### src/core/srp_pkg.sv
// constants shared by the reset and clock pin logic
package srp_pkg;
  localparam int unsigned SYS_CLK_KHZ       = 250000;
  localparam int unsigned WDG_MIN_MS        = 200;
  localparam int unsigned WDG_CYCLES        = WDG_MIN_MS * SYS_CLK_KHZ;
  localparam int unsigned RESET_MIN_CYCLES  = 256;
  localparam int unsigned PHY_REF_KHZ       = 25000;
  localparam int unsigned PHY_HALF_CYCLES   = SYS_CLK_KHZ / (2 * PHY_REF_KHZ);
  localparam int unsigned DDR_HALF_CYCLES   = 2;
  localparam int unsigned DIV_W             = 3;
  localparam int unsigned SYNC_STAGES       = 3;
  localparam logic [1:0]  DDR_RESERVED_IDLE = 2'h0;
endpackage

### src/core/srp_stretch.sv
// pulse stretcher that holds its output for a fixed count of clock cycles
`timescale 1ns/100ps
module srp_stretch #(
  parameter int unsigned CYCLES = srp_pkg::WDG_CYCLES
) (
  input  wire logic clock,
  input  wire logic rst,
  input  wire logic trigger,
  output logic      active
);
  localparam int unsigned W = $clog2(CYCLES + 1);

  typedef struct packed {
    logic         active;
    logic [W-1:0] remain;
  } srp_stretch_s;

  srp_stretch_s s_q;
  srp_stretch_s s_d;

  always_comb
  begin
    s_d = s_q;
    // a new trigger restarts the full hold time
    if (trigger)
    begin
      s_d.active = 1'b1;
      s_d.remain = W'(CYCLES - 1);
    end
    else if (s_q.remain != '0)
    begin
      s_d.remain = s_q.remain - W'(1);
    end
    else
    begin
      s_d.active = 1'b0;
    end
  end

  always_ff @(posedge clock or posedge rst)
  begin
    if (rst)
    begin
      s_q <= '0;
    end
    else
    begin
      s_q <= s_d;
    end
  end

  assign active = s_q.active;

  // helper: cycles the output has been high since the last trigger
  logic [W:0] held_q;
  always_ff @(posedge clock or posedge rst)
  begin
    if (rst)
    begin
      held_q <= '0;
    end
    else if (trigger)
    begin
      held_q <= (W+1)'(1);
    end
    else if (s_q.active)
    begin
      held_q <= held_q + (W+1)'(1);
    end
    else
    begin
      held_q <= '0;
    end
  end
endmodule

### src/core/srp_top.sv
// chip reset input handling, watchdog reset output and clock pin outputs
`timescale 1ns/100ps
// Notes on behaviour
// - while reset input is low, the core stays in reset; clock dividers and the watchdog stretcher keep running
// - in reset every output pin is tristated, open-drain outputs float
// - on watchdog expiry the watchdog reset output is high at least 200 ms
// - two differential DDR clock pairs, true and complement, from system clock
// - a free-running 25 MHz reference clock goes out to the PHY
// - SDRAM clock enable output is deasserted for memory power-down
// - deskew loop clock goes out and returns as the deskew feedback
module srp_top #(
  parameter int unsigned WDG_CYCLES = srp_pkg::WDG_CYCLES
) (
  input  wire logic       clock,
  input  wire logic       rst,
  input  wire logic       reset_in_n,
  input  wire logic       watchdog_expire,
  input  wire logic       sdram_power_down_req,
  input  wire logic       deskew_loop_clock_in,
  output logic            core_reset,
  output logic            pin_output_enable,
  output logic            watchdog_reset_out,
  output logic [3:0]      ddr_clock_out_p,
  output logic [3:0]      ddr_clock_out_n,
  output logic            ddr_clock_reserved_oe,
  output logic            phy_ref_clock_out,
  output logic            sdram_clock_enable_out,
  output logic            deskew_loop_clock_out,
  output logic            deskew_loop_alive
);
  localparam int unsigned SN = srp_pkg::SYNC_STAGES;
  localparam int unsigned DW = srp_pkg::DIV_W;

  typedef struct packed {
    logic [SN-1:0] pin_sync;
    logic          in_reset;
    logic          oe;
    logic [DW-1:0] ddr_cnt;
    logic          ddr_p;
    logic          ddr_n;
    logic          loop_out;
    logic [DW-1:0] ref_cnt;
    logic          ref_clk;
    logic          cke;
    logic [SN-1:0] loop_sync;
    logic          loop_lvl;
    logic          loop_alive;
  } srp_state_s;

  srp_state_s s_q;
  srp_state_s s_d;

  // next count of a divider that wraps after half-1; toggles the output at wrap
  function automatic logic [DW-1:0] div_next(input logic [DW-1:0] cnt,
                                             input int unsigned   half);
    div_next = (cnt == DW'(half - 1)) ? '0 : cnt + DW'(1);
  endfunction

  function automatic logic div_wrap(input logic [DW-1:0] cnt, input int unsigned half);
    div_wrap = (cnt == DW'(half - 1));
  endfunction

  always_comb
  begin
    s_d = s_q;
    // first stage feeds only the second stage
    s_d.pin_sync = {s_q.pin_sync[SN-2:0], reset_in_n};
    // a level change counts once stages two and three agree
    if (s_q.pin_sync[1] == s_q.pin_sync[2])
    begin
      s_d.in_reset = ~s_q.pin_sync[2];
    end
    s_d.oe = ~s_d.in_reset;

    // the divided clocks keep running through reset; only the pins are released
    s_d.ddr_cnt = div_next(s_q.ddr_cnt, srp_pkg::DDR_HALF_CYCLES);
    if (div_wrap(s_q.ddr_cnt, srp_pkg::DDR_HALF_CYCLES))
    begin
      s_d.ddr_p    = ~s_q.ddr_p;
      s_d.ddr_n    = s_q.ddr_p;
      s_d.loop_out = ~s_q.ddr_p;
    end
    s_d.ref_cnt = div_next(s_q.ref_cnt, srp_pkg::PHY_HALF_CYCLES);
    if (div_wrap(s_q.ref_cnt, srp_pkg::PHY_HALF_CYCLES))
    begin
      s_d.ref_clk = ~s_q.ref_clk;
    end

    // memory stays in power-down while held in reset
    s_d.cke = ~s_d.in_reset & ~sdram_power_down_req;

    // returned loop clock: any filtered transition proves the loop is closed
    s_d.loop_sync = {s_q.loop_sync[SN-2:0], deskew_loop_clock_in};
    if (s_q.loop_sync[1] == s_q.loop_sync[2])
    begin
      s_d.loop_lvl = s_q.loop_sync[2];
      if (s_q.loop_sync[2] != s_q.loop_lvl)
      begin
        s_d.loop_alive = 1'b1;
      end
    end
    if (s_d.in_reset)
    begin
      s_d.loop_alive = 1'b0;
    end
  end

  always_ff @(posedge clock or posedge rst)
  begin
    if (rst)
    begin
      s_q          <= '0;
      s_q.in_reset <= 1'b1;
      s_q.ddr_n    <= 1'b1;
    end
    else
    begin
      s_q <= s_d;
    end
  end

  srp_stretch #(
    .CYCLES (WDG_CYCLES)
  ) u_wdg_stretch (
    .clock   (clock),
    .rst     (rst),
    .trigger (watchdog_expire),
    .active  (watchdog_reset_out)
  );

  assign core_reset             = s_q.in_reset;
  assign pin_output_enable      = s_q.oe;
  // reserved pairs are never driven
  assign ddr_clock_out_p        = {srp_pkg::DDR_RESERVED_IDLE, {2{s_q.ddr_p}}};
  assign ddr_clock_out_n        = {srp_pkg::DDR_RESERVED_IDLE, {2{s_q.ddr_n}}};
  assign ddr_clock_reserved_oe  = 1'b0;
  assign phy_ref_clock_out      = s_q.ref_clk;
  assign sdram_clock_enable_out = s_q.cke;
  assign deskew_loop_clock_out  = s_q.loop_out;
  assign deskew_loop_alive      = s_q.loop_alive;
endmodule

### config.mk
export PLATFORM = sky130hd
export DESIGN_NAME = srp_top
export DESIGN_NICKNAME = d
export VERILOG_FILES = /design/src/core/srp_pkg.sv /design/src/core/srp_stretch.sv /design/src/core/srp_top.sv
export SDC_FILE = /design/constraint.sdc
export NUM_CORES = 1
export LEC_CHECK = 0
export ABC_AREA = 1
export BUFFER_PORTS_ARGS = -buffer_cell sky130_fd_sc_hd__buf_2
export CAP_MARGIN = 20
export CORE_MARGIN = 3
export CORE_UTILIZATION = 56
export CTS_BUF_LIST = sky130_fd_sc_hd__clkbuf_8
export CTS_CLUSTER_SIZE = 16
export DETAILED_ROUTE_END_ITERATION = 12
export GPL_TIMING_DRIVEN = 0
export HOLD_SLACK_MARGIN = 0.03
export PLACE_DENSITY = 0.79
export SLEW_MARGIN = 20
export SYNTH_ARGS = -nofsm -noshare
export SYNTH_HDL_FRONTEND = slang
export SYNTH_SLANG_ARGS = --single-unit
### constraint.sdc
create_clock -name clock -period 1.45 [get_ports clock]
set_input_delay 0.29 -clock clock [delete_from_list [all_inputs] [get_ports clock]]
set_output_delay 0.29 -clock clock [all_outputs]
set_load 0.1 [all_outputs]
==> impl_metrics.csv, run 1 <==
group,metric,value,unit
setup_path,path_cells,"nor2_1 > nand2_1 > nor2_2 > nand2_1 > nand2_1 > nand3_1 > nand2_2 > inv_1",
cells_and_area,final_cell_mix,"60 x nand2_1, 40 x dfrtp_1, 35 x nor2_1, 34 x inv_1, 29 x buf_4",
grt,track_usage,23.9,%
setup_path,crit_required,1.66,ns
status,violations,"setup timing",
timing,post-route-period-util,110,%
synthesis,synth-main-ff-cell,"dfrtp_1",
floorplanning,die_width,73.1,um
grt,grt_pass1_vias,2172,
synthesis,synth_edf_count,0,
synthesis,yosysWarningCount,0,
setup_path,cp_num_cells,8,
floorplanning,core.rowCount,23,
status,status,"complete, but fails checks",
synthesis,async_reset_ff_share,100,%
cells_and_area,mostFrequentLayoutCell,"nand2_1",
pwr,ir_drop,0.962,mV
route,wl_per_cell,15.9,um
setup_path,crit_arrival,1.80,ns
synthesis,yosys.cell_types.count,29,
timing,fin_ws,-0.141,ns
setup_path,critPathSlowestCell,"dfrtp_1",
route,drtPass1Iterations,5,
worst_hold_path,hold_class,"primary input to flop",
synthesis,netlist_area,2520,um2
clocking,path_clk_slew,0.09,ns
timing,period_minus_slack,1.59,ns
timing,hold_viol_final,0,
floorplanning,die_y,73.1,um
setup_path,ff2ff_setup_slack,-0.14,ns
timing,skew,0.0105,ns
timing,finalSetupViolations,26,
timing,maxSlewViolCount,0,
cells_and_area,design_area,3290,um2
pwr,power_density,857,nW/um2
clocking,ctsHtreeMaxLevel,2,
setup_path,r2r_cells,8,
floorplanning,num_io_pins,22,
synthesis,syn_area_per_cell,7.75,um2
synthesis,ys_seq_elements,47,
clocking,cts.sinks,47,
cells_and_area,area_growth,30.4,%
timing,max_freq,0.629,GHz
timing,max_slew.worst_pin.slew,0.661,ns
clocking,clk_path_buf_depth,2,
route,drc,0,
grt,gr-total-overflow,0,
placed_design,dpl_worst_slack,-0.323,ns
setup_path,path_delay_family,"simple AND/OR/NAND/NOR gates",
route,drtIter0Drc,265,
synthesis,ys_seq_area_share,46.7,%
clocking,cts_buffers,5,
floorplanning,start_util,60.5,%
job,maxCapViolCount,0,
synthesis,synth_cells,326,
placed_design,place_hpwl,4.03,mm
clocking,insertion_delay,0.31,ns
setup_path,critPathLaunchType,"flop",
cells_and_area,nFillCells,271,
cells_and_area,drive_gt1_share,36.1,%
route,ant_nets,0,
setup_path,cp_max_fo,4,
grt,grt_max_degree,28,
pwr,cellLeakagePower,0.00159,uW
placed_design,placed_cell_area,2730,um2
setup_path,crit_top_cell,"nand2_1",
setup_path,end_kind,"flop",
clocking,cts_tree,"done",
setup_path,cp_num_buf_inv,1,
route,routed_wirelength,6.81,mm
grt,grt_pass1_wl,9.66,mm
placed_design,gp_congestion,0.911,
setup_path,critPathKind,"flop to flop",
timing,rsz0062_at_grt,"true",
cells_and_area,n_antenna_cell,0,
cells_and_area,layout.nets,387,
floorplanning,coreArea,4170,um2
route,vias_per_cell,5.55,
route,num_vias,2382,
setup_path,cpPeakStageDelay,0.44,ns
placed_design,io_buffer_count,15,
timing,relSlewSlack,55.9,%
clocking,clockRootBuffer,"clkbuf_8",
floorplanning,design.die.area,5350,um2
grt,antenna_found_initial,0,
worst_hold_path,hold-path-cell-count,1,
==> cells in the mapped netlist (all sizes together), types with 3 or more instances <==
cell type | instances | area [um2]
o21ai | 5 | 25.0
nand3 | 26 | 130
inv | 40 | 150
xor2 | 5 | 43.8
nor2 | 68 | 309
clkbuf | 3 | 21.3
nor3 | 4 | 31.3
ha | 3 | 37.5
buf | 11 | 80.1
nand2 | 81 | 322
nand4 | 9 | 56.3
a21oi | 16 | 80.1
dfrtp | 45 | 1130
==> final timing paths <==
check | from | to
setup reg to reg | u_wdg_stretch.s_q[5]$_DFFE_PP0P_ | u_wdg_stretch.s_q[15]$_DFFE_PP0P_
hold / removal | deskew_loop_clock_in | s_d[3]$_DFF_PP0_
hold reg to reg | s_d[3]$_DFF_PP0_ | s_d[4]$_DFF_PP0_
setup / recovery | u_wdg_stretch.s_q[5]$_DFFE_PP0P_ | u_wdg_stretch.s_q[15]$_DFFE_PP0P_
min in group asynchronous | rst | deskew_loop_alive$_DFFE_PP0P_
max in group asynchronous | rst | core_reset$_DFF_PP1_
==> cells by family (layout without fill, tap and decap cells) <==
| group | after synthesis | count (layout) | synth area share, % |
|---|---|---|---|
| multiplexers | 1 | 1 | 0.446 |
| flip-flops | 47 | 47 | 46.7 |
| buffers and inverters | 54 | 103 | 9.96 |
| AND/OR/NAND/NOR | 191 | 191 | 34.4 |
| XOR/XNOR | 6 | 6 | 2.08 |
| AO/OA/AOI/OAI | 23 | 23 | 4.76 |
| adder cells (fa/ha/maj) | 3 | 3 | 1.49 |
| other | 1 | 5 | 0.149 |
==> sequential cells by signal, summed over array words and instances (netlist names) <==
signal and flops:
core_reset 1, pin_output_enable 1, sdram_clock_enable_out 1, deskew_loop_clock_out 1
s_d 4, deskew_loop_alive 1, s_q 9, u_wdg_stretch.s_q 26
phy_ref_clock_out 1, ddr_clock_out_n 1, u_wdg_stretch.active 1
==> through the flow <==
| step | TNS, ns | util [%] | instances | hold WS [ns] | power, uW |
|---|---|---|---|---|---|
| final | -2.23 | 78.9 | 429 | 0.0982 | 2820 |
| after global routing | -4.10 | 78.9 | 429 | 0.0841 | 2930 |
| after CTS | -1.32 | 73.0 | 417 | 0.0799 | 2760 |
| after detailed placement | -6.34 | 65.3 | 396 | 0.324 | 1840 |
| after global placement | -29.75 | 64.8 | 395 | 0.332 | 1820 |
| after floorplan | -1.42 | - | 330 | 0.321 | 1760 |
==> per-layer routing <==
layer | GRT usage [%] | up-vias | wire (um)
met1 | 30.7 | 1142 | 2700
met4 | 11.9 | 0 | 201
li1 | - | 1107 | -
met5 | 0 | - | 0
met2 | 38.6 | 109 | 3490
met3 | 4.55 | 24 | 420
==> power breakdown <==
group	switching [uW]	internal (uW)	leakage [uW]	total, uW
Clock	454	390	0.0000516	844
Combinational	381	187	0.00102	567
Sequential	41.2	1370	0.000516	1410
==> final cells by class <==
type | instances | area, um2 | share of cell area [%]
clock inverters | 2 | 13.8 | 0.418
clock buffers | 6 | 82.6 | 2.51
well taps | 50 | 62.6 | 1.90
inverters | 40 | 150 | 4.56
plain buffers | 13 | 101 | 3.08
multi-input cells | 229 | 1340 | 40.5
repair buffers | 42 | 363 | 11.0
flip-flops and latches | 47 | 1180 | 36.0
==> repair_timing <==
action,CTS,global route
setup endpoints to repair,33,30
hold buffers,1,0
setup buffers,11,13
hold endpoints to repair,19,0
pin swaps,10,26
cloned,1,0
resized for setup,40,53
No activity file was read; power rests on OpenSTA's default activity.
==> run 2, diff against run 1 <==
--- a/config.mk
+++ b/config.mk
@@ -5,17 +5,15 @@
 export SDC_FILE = /design/constraint.sdc
 export NUM_CORES = 1
 export LEC_CHECK = 0
-export ABC_AREA = 1
 export BUFFER_PORTS_ARGS = -buffer_cell sky130_fd_sc_hd__buf_2
 export CAP_MARGIN = 20
 export CORE_MARGIN = 3
-export CORE_UTILIZATION = 56
+export CORE_UTILIZATION = 55
 export CTS_BUF_LIST = sky130_fd_sc_hd__clkbuf_8
 export CTS_CLUSTER_SIZE = 16
 export DETAILED_ROUTE_END_ITERATION = 12
 export GPL_TIMING_DRIVEN = 0
-export HOLD_SLACK_MARGIN = 0.03
-export PLACE_DENSITY = 0.79
+export PLACE_DENSITY = 0.78
 export SLEW_MARGIN = 20
 export SYNTH_ARGS = -nofsm -noshare
 export SYNTH_HDL_FRONTEND = slang
==> run 2 against run 1 <==
The flow still finishes with violations (setup timing); clock power grew 3.2%; first-iteration DRC count shrank 54%; final cell count shrank 22%; sequential power shrank 3%; clock skew shrank 0.0062 ns; critical path depth shrank 1.
==> impl_metrics.csv, run 2 <==
group,metric,value,unit
synthesis,synth_compound_gate_area_share,6.23,%
setup_path,crit_path_start,"u_wdg_stretch.s_q[22]$_DFFE_PP0P_",
setup_path,cp-endpoint,"u_wdg_stretch.s_q[8]$_DFFE_PP0P_",
setup_path,crit_arrival,2.48,ns
setup_path,path_delay_family,"simple AND/OR/NAND/NOR gates",
synthesis,synth-adder-area-share,2.08,%
cells_and_area,largest_reg_flops,26,
floorplanning,design.die.area,4980,um2
grt,grt_pass1_wl,9.11,mm
pwr,cellLeakagePower,0.00134,uW
clocking,cts.sinks,47,
cells_and_area,mostFrequentLayoutCell,"dfrtp_1",
floorplanning,die_width,70.5,um
synthesis,yosysMostFrequentCell,"dfrtp_1",
synthesis,syn_area_per_cell,10.5,um2
cells_and_area,top_register,"u_wdg_stretch.s_q",
synthesis,synth.area.mux_share,4.53,%
worst_hold_path,min_from,"deskew_loop_clock_in",
timing,maxSlewViolCount,0,
clocking,clk_path_buf_depth,2,
pwr,p_seq_share,53.9,%
clocking,clockRootBuffer,"clkbuf_8",
grt,grt_max_degree,33,
timing,period_minus_slack,2.31,ns
synthesis,async_reset_ff_share,100,%
clocking,cts_buffers,5,
setup_path,r2r_start,"u_wdg_stretch.s_q[22]$_DFFE_PP0P_",
cells_and_area,layout.nets,295,
timing,max_freq,0.433,GHz
placed_design,io_buffer_count,16,
timing,hold_viol_final,0,
placed_design,dp_cells,287,
setup_path,critPathLaunchType,"flop",
synthesis,synth-xor-area-share,5.35,%
floorplanning,core.rowCount,22,
worst_hold_path,hold_class,"primary input to flop",
synthesis,synth_area_leaders,"dfrtp_1 49%, nor2_1 4.1%, mux2i_1 3.1%",
clocking,insertion_delay,0.31,ns
setup_path,critPathKind,"flop to flop",
route,drc,0,
pwr,p_sw_share,29.0,%
setup_path,cp_max_fo,5,
setup_path,end_kind,"flop",
grt,antenna_found_initial,0,
synthesis,ys_seq_elements,47,
timing,max_slew.worst_pin.slew,0.636,ns
setup_path,path_cells,"or4_4 > or4_4 > buf_6 > nor2_4 > buf_6 > or4_1 > a21oi_1",
timing,finalSetupViolations,27,
setup_path,ff2ff_setup_slack,-0.86,ns
pwr,switchingPower,734,uW
timing,fin_ws,-0.860,ns
route,num_vias,1977,
floorplanning,num_io_pins,22,
timing,fin_setup_tns,-19.00,ns
setup_path,cp_num_buf_inv,2,
placed_design,gp_congestion,0.780,
floorplanning,coreArea,3830,um2
setup_path,r2r_cells,7,
route,drtIter0Drc,121,
pwr,clkPwrFrac,34.4,%
status,violations,"setup timing",
timing,hold_slack,0.0878,ns
placed_design,place_hpwl,2.90,mm
synthesis,synth_top_family_by_area,"simple AND/OR/NAND/NOR gates",
setup_path,cp_num_cells,7,
pwr,ir_drop,0.807,mV
cells_and_area,final_cell_mix,"40 x dfrtp_1, 39 x buf_4, 23 x nor2_1, 13 x buf_6, 11 x nand2b_1",
grt,track_usage,22.8,%
floorplanning,die_y,70.5,um
synthesis,synth-main-ff-cell,"dfrtp_1",
synthesis,synth-simple-area-share,24.9,%
timing,post-route-period-util,159,%
grt,grt_pass1_vias,1958,
route,vias_per_cell,5.90,
synthesis,yosys-top-cells-count,"45 x dfrtp_1, 25 x nor2_1, 11 x nand2b_1, 11 x nor3_1, 10 x nand2_1",
pwr,power_density,779,nW/um2
setup_path,critPathSlowestCell,"or4_4",
grt,gr-total-overflow,0,
cells_and_area,area_growth,41.8,%
route,routed_wirelength,6.46,mm
floorplanning,start_util,59.9,%
clocking,path_clk_slew,0.09,ns
cells_and_area,final_cells,335,
pwr,power_frac_comb,11.6,%
timing,skew,0.00427,ns
clocking,ctsHtreeMaxLevel,2,
setup_path,reg2reg_to,"u_wdg_stretch.s_q[8]$_DFFE_PP0P_",
synthesis,yosys.area.top_type_share,49.2,%
route,drtPass1Iterations,4,
synthesis,synth_cells,218,
pwr,intPower,1800,uW
job,maxCapViolCount,0,
setup_path,cpPeakStageDelay,0.58,ns
synthesis,synth_edf_count,0,
cells_and_area,drive_gt1_share,44.9,%
synthesis,ys_seq_area_share,51.4,%
synthesis,yosysWarningCount,0,
cells_and_area,n_antenna_cell,0,
timing,relSlewSlack,57.6,%
synthesis,yosys.cell_types.count,47,
route,wl_per_cell,19.3,um
synthesis,yosysTopAreaCell,"dfrtp_1",
synthesis,netlist_area,2290,um2
setup_path,crit_required,1.62,ns
clocking,cts_tree,"done",
status,status,"complete, but fails checks",
route,ant_nets,0,
timing,rsz0062_at_grt,"true",
pwr,finalPower,2530,uW
-- run 2: changes by cell type after synthesis, sizes merged, moves of 3 or more --
cell    change
a21oi      -11
inv        -31
mux2i       +7
nand2      -71
nand2b     +11
nand3      -23
nand4       -8
nor2       -42
nor2b       +8
nor3        +8
nor4        +9
o21ai       +3
or4         +6
xnor2       +7
-- run 2: area by class of cell --
cell class | count | area (um2)
multi-input combinational | 152 | 1270
sequential | 47 | 1180
fill | 195 | 578
timing repair buffer | 59 | 512
buffer | 12 | 86.3
clock buffer | 6 | 82.6
tap | 48 | 60.1
inverter | 9 | 33.8
clock inverter | 2 | 16.3
-- run 2: worst reg2reg max path, stage by stage, from the launching register on --
cell     delay (ns)
dfrtp_1        0.39
or4_4          0.57
or4_4          0.58
buf_6          0.16
nor2_4         0.13
buf_6          0.15
or4_1          0.12
a21oi_1        0.06
-- run 2: timing repair --
item | CTS | global route
hold buffers | 1 | 0
hold endpoints to repair | 13 | 0
pin swaps | 13 | 18
endpoints found under the setup margin | 32 | 30
gates resized for setup | 48 | 33
buffers inserted | 29 | 13
-- run 2: per-layer routing --
metal / vias to the layer above / GRT usage, % / wire length (um)
met5: - / 0 / 0
met4: 0 / 7.52 / 247
met3: 30 / 4.40 / 396
li1: 878 / - / -
met1: 987 / 29.2 / 2510
met2: 82 / 39.2 / 3300
-- run 2: power groups by stage --
stage               logic (uW)  clock network (uW)  registers [uW]
floorplan                  135                   0            1470
global placement           262                   0            1380
detailed placement         273                   0            1390
CTS                        281                 841            1360
global route               310                 923            1370
finish                     295                 871            1370
-- run 2: stage by stage --
stage,setup slack [ns],utilization (%),cell area (um2)
final,-0.860,84.9,3250
after global routing,-0.939,84.9,3250
after CTS,-0.772,78.7,3010
after detailed placement,-1.14,65.0,2490
after global placement,-1.17,64.5,2470
after floorplan,-0.768,-,2330
-- run 2: logic make-up (layout without fill, tap and decap cells) --
group           Yosys count  in the layout
buf+inv                  23             88
fa+ha+maj                 4              4
mux                      10             10
compound gates           22             22
xor+xnor                 14             14
flops                    47             47
simple gates             97             97
other cells               1              5
-- run 2: worst min path at each step --
stage / end / slack, ns / cells after the start
3_3_place_gp: s_d[20]$_DFF_PP0_ / 0.34 / 0
5_1_grt: s_d[3]$_DFF_PP0_ / 0.08 / 1
4_1_cts: s_d[19]$_DFF_PP0_ / 0.10 / 1
2_1_floorplan: s_d[19]$_DFF_PP0_ / 0.32 / 0
6_report: s_d[3]$_DFF_PP0_ / 0.09 / 1
3_5_place_dp: s_d[20]$_DFF_PP0_ / 0.28 / 2
